===== config.mk =====
export PLATFORM = sky130hd
export DESIGN_NAME = dppc_top
export DESIGN_NICKNAME = d
export VERILOG_FILES = /design/src/hdl/dppc_pkg.sv /design/src/hdl/dppc_sync.sv /design/src/hdl/dppc_port_ctl.sv /design/src/hdl/dppc_top.sv
export VERILOG_INCLUDE_DIRS = /design/src /design/src/hdl
export SDC_FILE = /design/constraint.sdc
export NUM_CORES = 1
export LEC_CHECK = 0
export ABC_CLOCK_PERIOD_IN_PS = 2080
export CORE_MARGIN = 2
export CORE_UTILIZATION = 25
export CTS_CLUSTER_DIAMETER = 100
export DETAILED_ROUTE_END_ITERATION = 12
export DONT_BUFFER_PORTS = 1
export PLACE_DENSITY = 0.41
export SYNTH_ARGS = -nofsm -noshare
export SYNTH_HDL_FRONTEND = slang
export SYNTH_HIERARCHICAL = 1
export SYNTH_SLANG_ARGS = --single-unit

===== constraint.sdc =====
create_clock -name mclk -period 2.08 [get_ports mclk]
set_input_delay 0.416 -clock mclk [delete_from_list [all_inputs] [get_ports mclk]]
set_output_delay 0.416 -clock mclk [all_outputs]
set_load 0.1 [all_outputs]

===== src/hdl/dppc_params.svh =====
// Constants for the downstream port power control block.
// Assumes a 40 MHz core clock and a 32-bit AHB-Lite register bus.
`ifndef DPPC_PARAMS_SVH
`define DPPC_PARAMS_SVH

// ------------------------------------------------------------
// Register byte offsets
// ------------------------------------------------------------
`define DPPC_CFG_OFFSET 8'h00
`define DPPC_STATUS_OFFSET 8'h04
`define DPPC_IRQ_STAT_OFFSET 8'h08
`define DPPC_IRQ_MASK_OFFSET 8'h0C

// ------------------------------------------------------------
// Field positions
// ------------------------------------------------------------
`define DPPC_CFG_DISABLE_LSB 0
`define DPPC_CFG_SPLIT_BIT 3
`define DPPC_CFG_SS_EN_BIT 4
`define DPPC_STAT_ENABLED_LSB 0
`define DPPC_STAT_OC_LSB 3
`define DPPC_STAT_SPLIT_BIT 6
`define DPPC_STAT_SS_BIT 7

// ------------------------------------------------------------
// Reset values and timing
// ------------------------------------------------------------
`define DPPC_CFG_DISABLE_RESET 3'h7
`define DPPC_IRQ_MASK_RESET 3'h0
`define DPPC_CLK_MHZ 40
`define DPPC_OC_BLANK_NS 1000
`define DPPC_OC_BLANK_CYCLES ((`DPPC_OC_BLANK_NS * `DPPC_CLK_MHZ + 999) / 1000)

`endif


===== src/hdl/dppc_pkg.sv =====
// Types shared by the downstream port power control modules.
// Assumes nothing of its surroundings.
package dppc_pkg;

   // ------------------------------------------------------------
   // Port index: bit 0 is port 3, bit 1 port 4, bit 2 port 5
   // ------------------------------------------------------------
   typedef logic [2:0] port_vec_type;

   typedef struct packed {
      logic [2:0] stage1;
      logic [2:0] stage2;
   } sync_state_type;

   typedef enum logic [1:0] {
      PORT_OFF   = 2'h1,
      PORT_BLANK = 2'h2
   } port_mode_type;

   typedef struct packed {
      logic [5:0] blankCnt;
      logic       ocLevel;
      logic       ocEvent;
   } port_state_type;

   typedef struct packed {
      port_vec_type cfgDisable;
      logic         split;
      logic         ssEnable;
      port_vec_type irqStat;
      port_vec_type irqMask;
      logic         dataSel;
      logic         dataWrite;
      logic [7:0]   dataAddr;
      logic [31:0]  rdata;
   } top_state_type;

endpackage


===== src/hdl/dppc_sync.sv =====
// Two-flop synchroniser for the three power sense pin levels.
// Assumes the pins change without regard to the core clock.
`timescale 1ns/10ps
module dppc_sync (
   // Clock and reset
   input  wire logic       mclk,
   input  wire logic       rstn,
   // Levels
   input  wire logic [2:0] asyncIn,
   output logic      [2:0] syncOut
);

   dppc_pkg::sync_state_type state_q;
   dppc_pkg::sync_state_type state_d;

   // Pins idle high through the pull-up, so reset to the idle level.
   always_comb begin
      state_d        = state_q;
      state_d.stage1 = asyncIn;
      state_d.stage2 = state_q.stage1;
   end

   always_ff @(posedge mclk or negedge rstn) begin
      if (!rstn) begin
         state_q <= '{stage1: 3'h7, stage2: 3'h7};
      end else begin
         state_q <= state_d;
      end
   end

   assign syncOut = state_q.stage2;

endmodule


===== src/hdl/dppc_port_ctl.sv =====
// Per-port power sense logic: blanking after enable and overcurrent detect.
// Assumes the pin level is already synchronised to mclk.
`timescale 1ns/10ps
`include "dppc_params.svh"
module dppc_port_ctl (
   // Clock and reset
   input  wire logic mclk,
   input  wire logic rstn,
   // Control and sense
   input  wire logic portEnable,
   input  wire logic pinLevel,
   // Results
   output logic      ocLevel,
   output logic      ocEvent
);

   localparam logic [5:0] BLANK = 6'(`DPPC_OC_BLANK_CYCLES);

   dppc_pkg::port_state_type state_q;
   dppc_pkg::port_state_type state_d;
   dppc_pkg::port_mode_type  mode;

   // The pull-up needs time to lift the pin after the drive-low is released;
   // without this blanking every enable would look like an overcurrent.
   always_comb begin
      state_d = state_q;
      mode    = dppc_pkg::PORT_BLANK;
      if (!portEnable) begin
         mode = dppc_pkg::PORT_OFF;
      end
      case (mode)
         dppc_pkg::PORT_OFF: begin
            state_d.blankCnt = BLANK;
            state_d.ocLevel  = 1'b0;
         end
         dppc_pkg::PORT_BLANK: begin
            if (state_q.blankCnt != 6'h00) begin
               state_d.blankCnt = state_q.blankCnt - 6'h01;
            end
            state_d.ocLevel = (state_q.blankCnt == 6'h00) && !pinLevel;
         end
         default: begin
            state_d.blankCnt = BLANK;
            state_d.ocLevel  = 1'b0;
         end
      endcase
      state_d.ocEvent = state_d.ocLevel && !state_q.ocLevel;
   end

   always_ff @(posedge mclk or negedge rstn) begin
      if (!rstn) begin
         state_q <= '{blankCnt: 6'h00, ocLevel: 1'b0, ocEvent: 1'b0};
      end else begin
         state_q <= state_d;
      end
   end

   assign ocLevel = state_q.ocLevel;
   assign ocEvent = state_q.ocEvent;

endmodule


===== src/hdl/dppc_top.sv =====
// Power enable and overcurrent sense control for downstream ports 3, 4 and 5.
// Assumes an AHB-Lite master on mclk and an external power switch on each pin.
//
// The register offsets and the AHB-Lite interface to the registers were decided locally.
`timescale 1ns/10ps
`include "dppc_params.svh"

// How it works
// - Enabled port: pin released as input with pull-up on.
// - The pulled-up pin level asks the external switch for power.
// - Enabled port: low on the pin from the monitor means overcurrent.
// - Disabled port: pin becomes an output driven low, removing power.
// - Configuration bit or host request each disables the port.
// - Port 5 pin governs USB 2.0 and 3.2 parts together.
// - Split off: ports 3 and 4 pins govern both parts.
// - Split on: ports 3 and 4 pins govern the USB 2.0 part only.
// - Split on: separate high output enables port 4 USB 3.2 part.
module dppc_top (
   // Clock and reset
   input  wire logic        mclk,
   input  wire logic        rstn,
   // AHB-Lite slave
   input  wire logic        hsel,
   input  wire logic [31:0] haddr,
   input  wire logic [1:0]  htrans,
   input  wire logic        hwrite,
   input  wire logic [2:0]  hsize,
   input  wire logic [31:0] hwdata,
   input  wire logic        hready,
   output logic             hreadyout,
   output logic             hresp,
   output logic      [31:0] hrdata,
   // Hub core
   input  wire logic [2:0]  hostPortDisable,
   output logic      [2:0]  portUsb2Power,
   output logic      [2:0]  portUsb3Power,
   output logic      [2:0]  portOvercurrent,
   output logic             irq,
   // Port 3 power sense pin
   input  wire logic        port3PowerSensePinIn,
   output logic             port3PowerSensePinOut,
   output logic             port3PowerSensePinOe,
   output logic             port3PowerSensePinPu,
   // Port 4 power sense pin
   input  wire logic        port4PowerSensePinIn,
   output logic             port4PowerSensePinOut,
   output logic             port4PowerSensePinOe,
   output logic             port4PowerSensePinPu,
   // Port 5 power sense pin
   input  wire logic        port5PowerSensePinIn,
   output logic             port5PowerSensePinOut,
   output logic             port5PowerSensePinOe,
   output logic             port5PowerSensePinPu,
   // Port 4 superspeed enable
   output logic             port4SuperspeedPowerEnable
);

   // ------------------------------------------------------------
   // Declarations
   // ------------------------------------------------------------
   dppc_pkg::top_state_type state_q;
   dppc_pkg::top_state_type state_d;

   dppc_pkg::port_vec_type portEnable;
   dppc_pkg::port_vec_type pinRaw;
   dppc_pkg::port_vec_type pinSync;
   dppc_pkg::port_vec_type ocLevel;
   dppc_pkg::port_vec_type ocEvent;
   dppc_pkg::port_vec_type usb3Own;

   logic        addrPhase;
   logic [31:0] readValue;
   logic [31:0] statusWord;
   logic        ssOut;

   // ------------------------------------------------------------
   // Port enable
   // ------------------------------------------------------------
   // A port runs only when neither software configuration nor the host
   // has turned it off; either one alone forces the drive-low state.
   assign portEnable = ~state_q.cfgDisable & ~hostPortDisable;

   // ------------------------------------------------------------
   // Pin drivers
   // ------------------------------------------------------------
   // The output value is always low; only the enable and pull-up move. A disabled
   // port therefore pulls the switch enable low, and an enabled one
   // releases the pin to the pull-up which requests power.
   assign port3PowerSensePinOut = 1'b0;
   assign port4PowerSensePinOut = 1'b0;
   assign port5PowerSensePinOut = 1'b0;

   assign port3PowerSensePinOe = !portEnable[0];
   assign port4PowerSensePinOe = !portEnable[1];
   assign port5PowerSensePinOe = !portEnable[2];

   assign port3PowerSensePinPu = portEnable[0];
   assign port4PowerSensePinPu = portEnable[1];
   assign port5PowerSensePinPu = portEnable[2];

   // ------------------------------------------------------------
   // Overcurrent sensing
   // ------------------------------------------------------------
   assign pinRaw = {port5PowerSensePinIn, port4PowerSensePinIn, port3PowerSensePinIn};

   dppc_sync u_sync (
      .mclk    (mclk),
      .rstn    (rstn),
      .asyncIn (pinRaw),
      .syncOut (pinSync)
   );

   // A floating pin of a disabled port is harmless: its sense path is
   // ignored whenever the port is off.
   for (genvar i = 0; i < 3; i++) begin : g_port
      dppc_port_ctl u_port (
         .mclk       (mclk),
         .rstn       (rstn),
         .portEnable (portEnable[i]),
         .pinLevel   (pinSync[i]),
         .ocLevel    (ocLevel[i]),
         .ocEvent    (ocEvent[i])
      );
   end

   assign portOvercurrent = ocLevel;

   // ------------------------------------------------------------
   // Power coverage per port part
   // ------------------------------------------------------------
   // Port 5 has no split choice. Ports 3 and 4 hand their USB 3.2 part
   // to a separate enable when the split option is set; port 3's own
   // split enable belongs to other logic, so it reads low here.
   assign usb3Own[2] = 1'b1;
   assign usb3Own[1] = !state_q.split;
   assign usb3Own[0] = !state_q.split;

   assign portUsb2Power = portEnable & ~ocLevel;

   assign ssOut = state_q.split && state_q.ssEnable && portEnable[1];

   always_comb begin
      portUsb3Power    = portEnable & ~ocLevel & usb3Own;
      portUsb3Power[1] = usb3Own[1] ? portUsb3Power[1] : ssOut;
   end

   // Held low while the split option is off, so the unused pin never
   // powers an embedded superspeed device by accident.
   assign port4SuperspeedPowerEnable = ssOut;

   // ------------------------------------------------------------
   // Register read view
   // ------------------------------------------------------------
   always_comb begin
      statusWord = 32'h0000_0000;
      statusWord[`DPPC_STAT_ENABLED_LSB +: 3] = portEnable;
      statusWord[`DPPC_STAT_OC_LSB +: 3]      = ocLevel;
      statusWord[`DPPC_STAT_SPLIT_BIT]        = state_q.split;
      statusWord[`DPPC_STAT_SS_BIT]           = ssOut;
   end

   // Reads are answered from the address phase so that hrdata comes from
   // a flip-flop yet the bus still sees zero wait states.
   always_comb begin
      readValue = 32'h0000_0000;
      case (haddr[7:0])
         `DPPC_CFG_OFFSET: begin
            readValue[`DPPC_CFG_DISABLE_LSB +: 3] = state_q.cfgDisable;
            readValue[`DPPC_CFG_SPLIT_BIT]        = state_q.split;
            readValue[`DPPC_CFG_SS_EN_BIT]        = state_q.ssEnable;
         end
         `DPPC_STATUS_OFFSET: begin
            readValue = statusWord;
         end
         `DPPC_IRQ_STAT_OFFSET: begin
            readValue[2:0] = state_q.irqStat;
         end
         `DPPC_IRQ_MASK_OFFSET: begin
            readValue[2:0] = state_q.irqMask;
         end
         default: begin
            readValue = 32'h0000_0000;
         end
      endcase
      if (haddr[31:8] != 24'h00_0000) begin
         readValue = 32'h0000_0000;
      end
   end

   // ------------------------------------------------------------
   // Next state
   // ------------------------------------------------------------
   assign addrPhase = hsel && hready && htrans[1];

   always_comb begin
      state_d = state_q;

      // Address phase capture.
      state_d.dataSel = addrPhase;
      if (addrPhase) begin
         state_d.dataWrite = hwrite;
         state_d.dataAddr  = (haddr[31:8] == 24'h00_0000) ? haddr[7:0] : 8'hFF;
         if (!hwrite) begin
            state_d.rdata = readValue;
         end
      end

      // Data phase write.
      if (state_q.dataSel && state_q.dataWrite) begin
         case (state_q.dataAddr)
            `DPPC_CFG_OFFSET: begin
               state_d.cfgDisable = hwdata[`DPPC_CFG_DISABLE_LSB +: 3];
               state_d.split      = hwdata[`DPPC_CFG_SPLIT_BIT];
               state_d.ssEnable   = hwdata[`DPPC_CFG_SS_EN_BIT];
            end
            `DPPC_IRQ_STAT_OFFSET: begin
               state_d.irqStat = state_q.irqStat & ~hwdata[2:0];
            end
            `DPPC_IRQ_MASK_OFFSET: begin
               state_d.irqMask = hwdata[2:0];
            end
            default: begin
               state_d.irqMask = state_q.irqMask;
            end
         endcase
      end

      // A new overcurrent wins over a clear in the same cycle.
      state_d.irqStat = state_d.irqStat | ocEvent;
   end

   // ------------------------------------------------------------
   // State register
   // ------------------------------------------------------------
   always_ff @(posedge mclk or negedge rstn) begin
      if (!rstn) begin
         state_q.cfgDisable <= `DPPC_CFG_DISABLE_RESET;
         state_q.split      <= 1'b0;
         state_q.ssEnable   <= 1'b0;
         state_q.irqStat    <= 3'h0;
         state_q.irqMask    <= `DPPC_IRQ_MASK_RESET;
         state_q.dataSel    <= 1'b0;
         state_q.dataWrite  <= 1'b0;
         state_q.dataAddr   <= 8'h00;
         state_q.rdata      <= 32'h0000_0000;
      end else begin
         state_q <= state_d;
      end
   end

   // ------------------------------------------------------------
   // Bus and interrupt outputs
   // ------------------------------------------------------------
   // The slave never stretches a transfer and never reports an error;
   // unmapped words read as zero and ignore writes.
   assign hreadyout = 1'b1;
   assign hresp     = 1'b0;
   assign hrdata    = state_q.rdata;
   assign irq       = |(state_q.irqStat & state_q.irqMask);

endmodule


==> flow_summary.ini <==
[floorplan]
starting_density = 0.2527
placement_rows = 41
die_h_um = 116.3
num_io_pins = 134
die_area_um2 = 13520
core_region_area_um2 = 12470
die_span_x_um = 116.3

[placed_design]
io_buffers = 0
place_ws_ps = 168.2
dpl_cell_area_um2 = 3477
finalWeightedCongestion = 0.7444
number_of_placed_instances_with_taps_included = 481
dpl.hpwl_um = 5383

[yosys]
asyncSetResetFlopFracSynth = 1.000
synth.yosys.seq_area_share = 0.4722
post_synth.cell_area_avg_um2 = 10.50
synth.lib_cells_used.distinct = 43
synth_edf_count = 0
synthesis.area_um2 = 3151
synth_ff_type = sky130_fd_sc_hd__dfrtp_1
synth.yosys.warnings = 6
synthesis.instances = 300
synth-seq-cells = 59

[clocking]
cts-buffers-inserted = 9
worst_skew_pair.late_latency_ps = 330
path_clk_slew_ps = 50
cts_max_level = 3
post-cts-setup-buffer-count = 0
ctsRootBufferMaster = sky130_fd_sc_hd__clkbuf_16
clock-sinks = 59
tritoncts = built
max_clock_buf_depth = 2

[critical_path]
critical_path_peak_fanout = 4
cpPeakStageDelay_ps = 560
critical_path.reg2reg.startpoint = g_port[0].u_port/state_q[2]$_DFFE_PN0P_
critical_path_arrival_ps = 1490
critical_path.cell_chain = nor2_4 -> and3_2 -> a21o_4
worstPathBufferInverterCount = 0
critical_path.startpoint_type = flip-flop
worstSetupPathType = reg -> out
library_cell_contributing_the_largest_single_delay_on_the_critical_path = sky130_fd_sc_hd__dfstp_2
critPathTopFamily = flip-flops
cp_data_required_time_ps = 1660
rrSetupSlack_ps = 180
rr_worst_depth = 5
critical_path.reg2reg.endpoint = g_port[0].u_port/state_q[6]$_DFFE_PN0P_
critical_path.endpoint_type = primary output

[final_layout]
layout.core_utilization = 0.3083
synthesis_to_layout_area_growth_pct = 22.00
drive_above_1_share = 0.2936
final_area_um2 = 3844
most-common-layout-cells = sky130_fd_sc_hd__dfrtp_1, sky130_fd_sc_hd__conb_1, sky130_fd_sc_hd__buf_4
fin_nets = 408
diodes = 0
layout.cells.most_common = sky130_fd_sc_hd__dfrtp_1
fillers = 1279
multi_input_area_um2 = 1424
register_area_um2 = 1488
layoutNonFillerInstCount = 499

[global_route]
pin_count_of_the_biggest_net_entering_global_routing = 60
grtUsageTotal = 0.1146
globalRoute.totalOverflow = 0
grt_pass1_vias = 2239
grt_first_pass_wirelength_um = 11600
initial_antenna_violation_count = 0

[sta]
timing.final.hold_violations = 0
final_max_slew_viol_count = 0
fin_ws_ps = 174.3
achievable-frequency_mhz = 524.7
time_the_final_worst_path_needs_with_i_o_delays_and_setup_ps = 1906
endpoints_failing_setup = 0
hold_slack_ps = 87.49
finalCritPeriodShare = 0.9162
grt_setup_unrepaired = false
finalClockSkew_ps = 6.544

[routing]
first_iter_violations = 55
drt-wirelength-per-cell_um = 14.34
routed_wl_um = 7156
avgViaCountPerCell = 4.363
ant_nets = 0
drcViolationCount = 0
drt_first_pass_iters = 4
route.vias.total = 2177

[pwr]
p_leak_nw = 1.672
vdd.ir_drop.worst_mv = 0.4480
power_per_cell_area_nw_per_um2 = 904.4

[min_path]
hp-class = in -> reg
hold-path-cell-count = 0
hold-path-endpoint = u_sync/state_d[2]$_DFF_PN1_
min_from = port5PowerSensePinIn

[status]
status = finished clean

[job]
cap_violations = 0
-- metrics by stage --
stage,power (mW),TNS (ps)
after floorplan,1.817,-4952
after global placement,1.836,0
after detailed placement,1.843,0
after CTS,3.520,0
after global routing,3.635,0
final,3.476,0
-- worst reg2reg max path: cells and delay by family (launching register included) --
kind / cells / cell delay, ps
buffers and inverters: 1 / 110
AND/OR/NAND/NOR: 3 / 1100
flip-flops: 1 / 400
adder cells (fa/ha/maj): 1 / 180
-- synthesized netlist by cell type (6+ instances only) --
cell,count,area share
sky130_fd_sc_hd__clkbuf_1,7,0.0083
sky130_fd_sc_hd__buf_4,38,0.091
sky130_fd_sc_hd__or4_1,7,0.017
sky130_fd_sc_hd__nor4_1,6,0.012
sky130_fd_sc_hd__o31ai_1,7,0.017
sky130_fd_sc_hd__dfrtp_1,50,0.40
sky130_fd_sc_hd__nand2_1,25,0.030
sky130_fd_sc_hd__dfstp_2,9,0.075
sky130_fd_sc_hd__mux2_2,7,0.025
sky130_fd_sc_hd__a21oi_1,11,0.017
sky130_fd_sc_hd__ha_1,6,0.024
sky130_fd_sc_hd__o21ai_0,8,0.013
sky130_fd_sc_hd__nor2_1,24,0.029
sky130_fd_sc_hd__nand3_1,16,0.025
sky130_fd_sc_hd__inv_1,15,0.018
-- cells by family (layout without fill, tap and decap cells) --
family | count (synthesis) | count (layout) | synth area share
other cells | 2 | 29 | 0.002384
flops | 59 | 59 | 0.4722
xor+xnor | 3 | 3 | 0.008341
simple gates | 114 | 114 | 0.2264
mux | 14 | 14 | 0.05917
compound gates | 38 | 38 | 0.07903
fa+ha+maj | 6 | 6 | 0.02383
buf+inv | 64 | 64 | 0.1287
-- flip-flops by register name, indices dropped and copies added (netlist names) --
signal                 cells
g_port.u_port/state_q     18
state_q                   21
hrdata                     8
u_sync/state_d             3
g_port.u_port/ocLevel      3
u_sync/syncOut             3
g_port.u_port/ocEvent      3
-- worst max-delay path by stage --
stage / slack (ps) / from / endpoint / cells after the start
3_5_place_dp: 170 / g_port[0].u_port/state_q[2]$_DFFE_PN0P_ / g_port[0].u_port/state_q[6]$_DFFE_PN0P_ / 5
3_3_place_gp: 190 / g_port[2].u_port/state_q[2]$_DFFE_PN0P_ / g_port[2].u_port/state_q[6]$_DFFE_PN0P_ / 5
2_1_floorplan: -1050 / hostPortDisable[1] / portUsb3Power[1] / 4
5_1_grt: 90 / g_port[2].u_port/state_q[2]$_DFFE_PN0P_ / g_port[2].u_port/state_q[6]$_DFFE_PN0P_ / 5
4_1_cts: 150 / state_q[51]$_DFFE_PN1P_ / portUsb3Power[1] / 3
6_report: 170 / state_q[51]$_DFFE_PN1P_ / portUsb3Power[1] / 3
-- timing repair --
| item | CTS | global route |
|---|---|---|
| endpoints found under the setup margin | 0 | 0 |
| gates resized for setup | 0 | 0 |
| hold endpoints to repair | 59 | 0 |
| hold buffers | 2 | 0 |
-- area by class of cell --
type | count | share of cell area
clock buffers | 12 | 0.06673
clock inverters | 4 | 0.01888
inverters | 15 | 0.01758
multi-input cells | 204 | 0.3704
flip-flops and latches | 59 | 0.3870
well taps | 172 | 0.05599
repair buffers | 33 | 0.08333
-- power by group --
group | internal (mW) | switching, mW
sequential | 1.22 | 0.0672
combinational | 0.133 | 0.438
clock | 1.11 | 0.511
-- routing by layer --
layer / GRT usage / up-vias / share of wire
li1: - / 1030 / -
met2: 0.1814 / 88 / 0.46
met5: 0 / - / 0
met4: 0.04524 / 0 / 0.018
met3: 0.04515 / 12 / 0.077
met1: 0.1406 / 1047 / 0.44
Note: power is estimated with default switching activity, not from simulation.
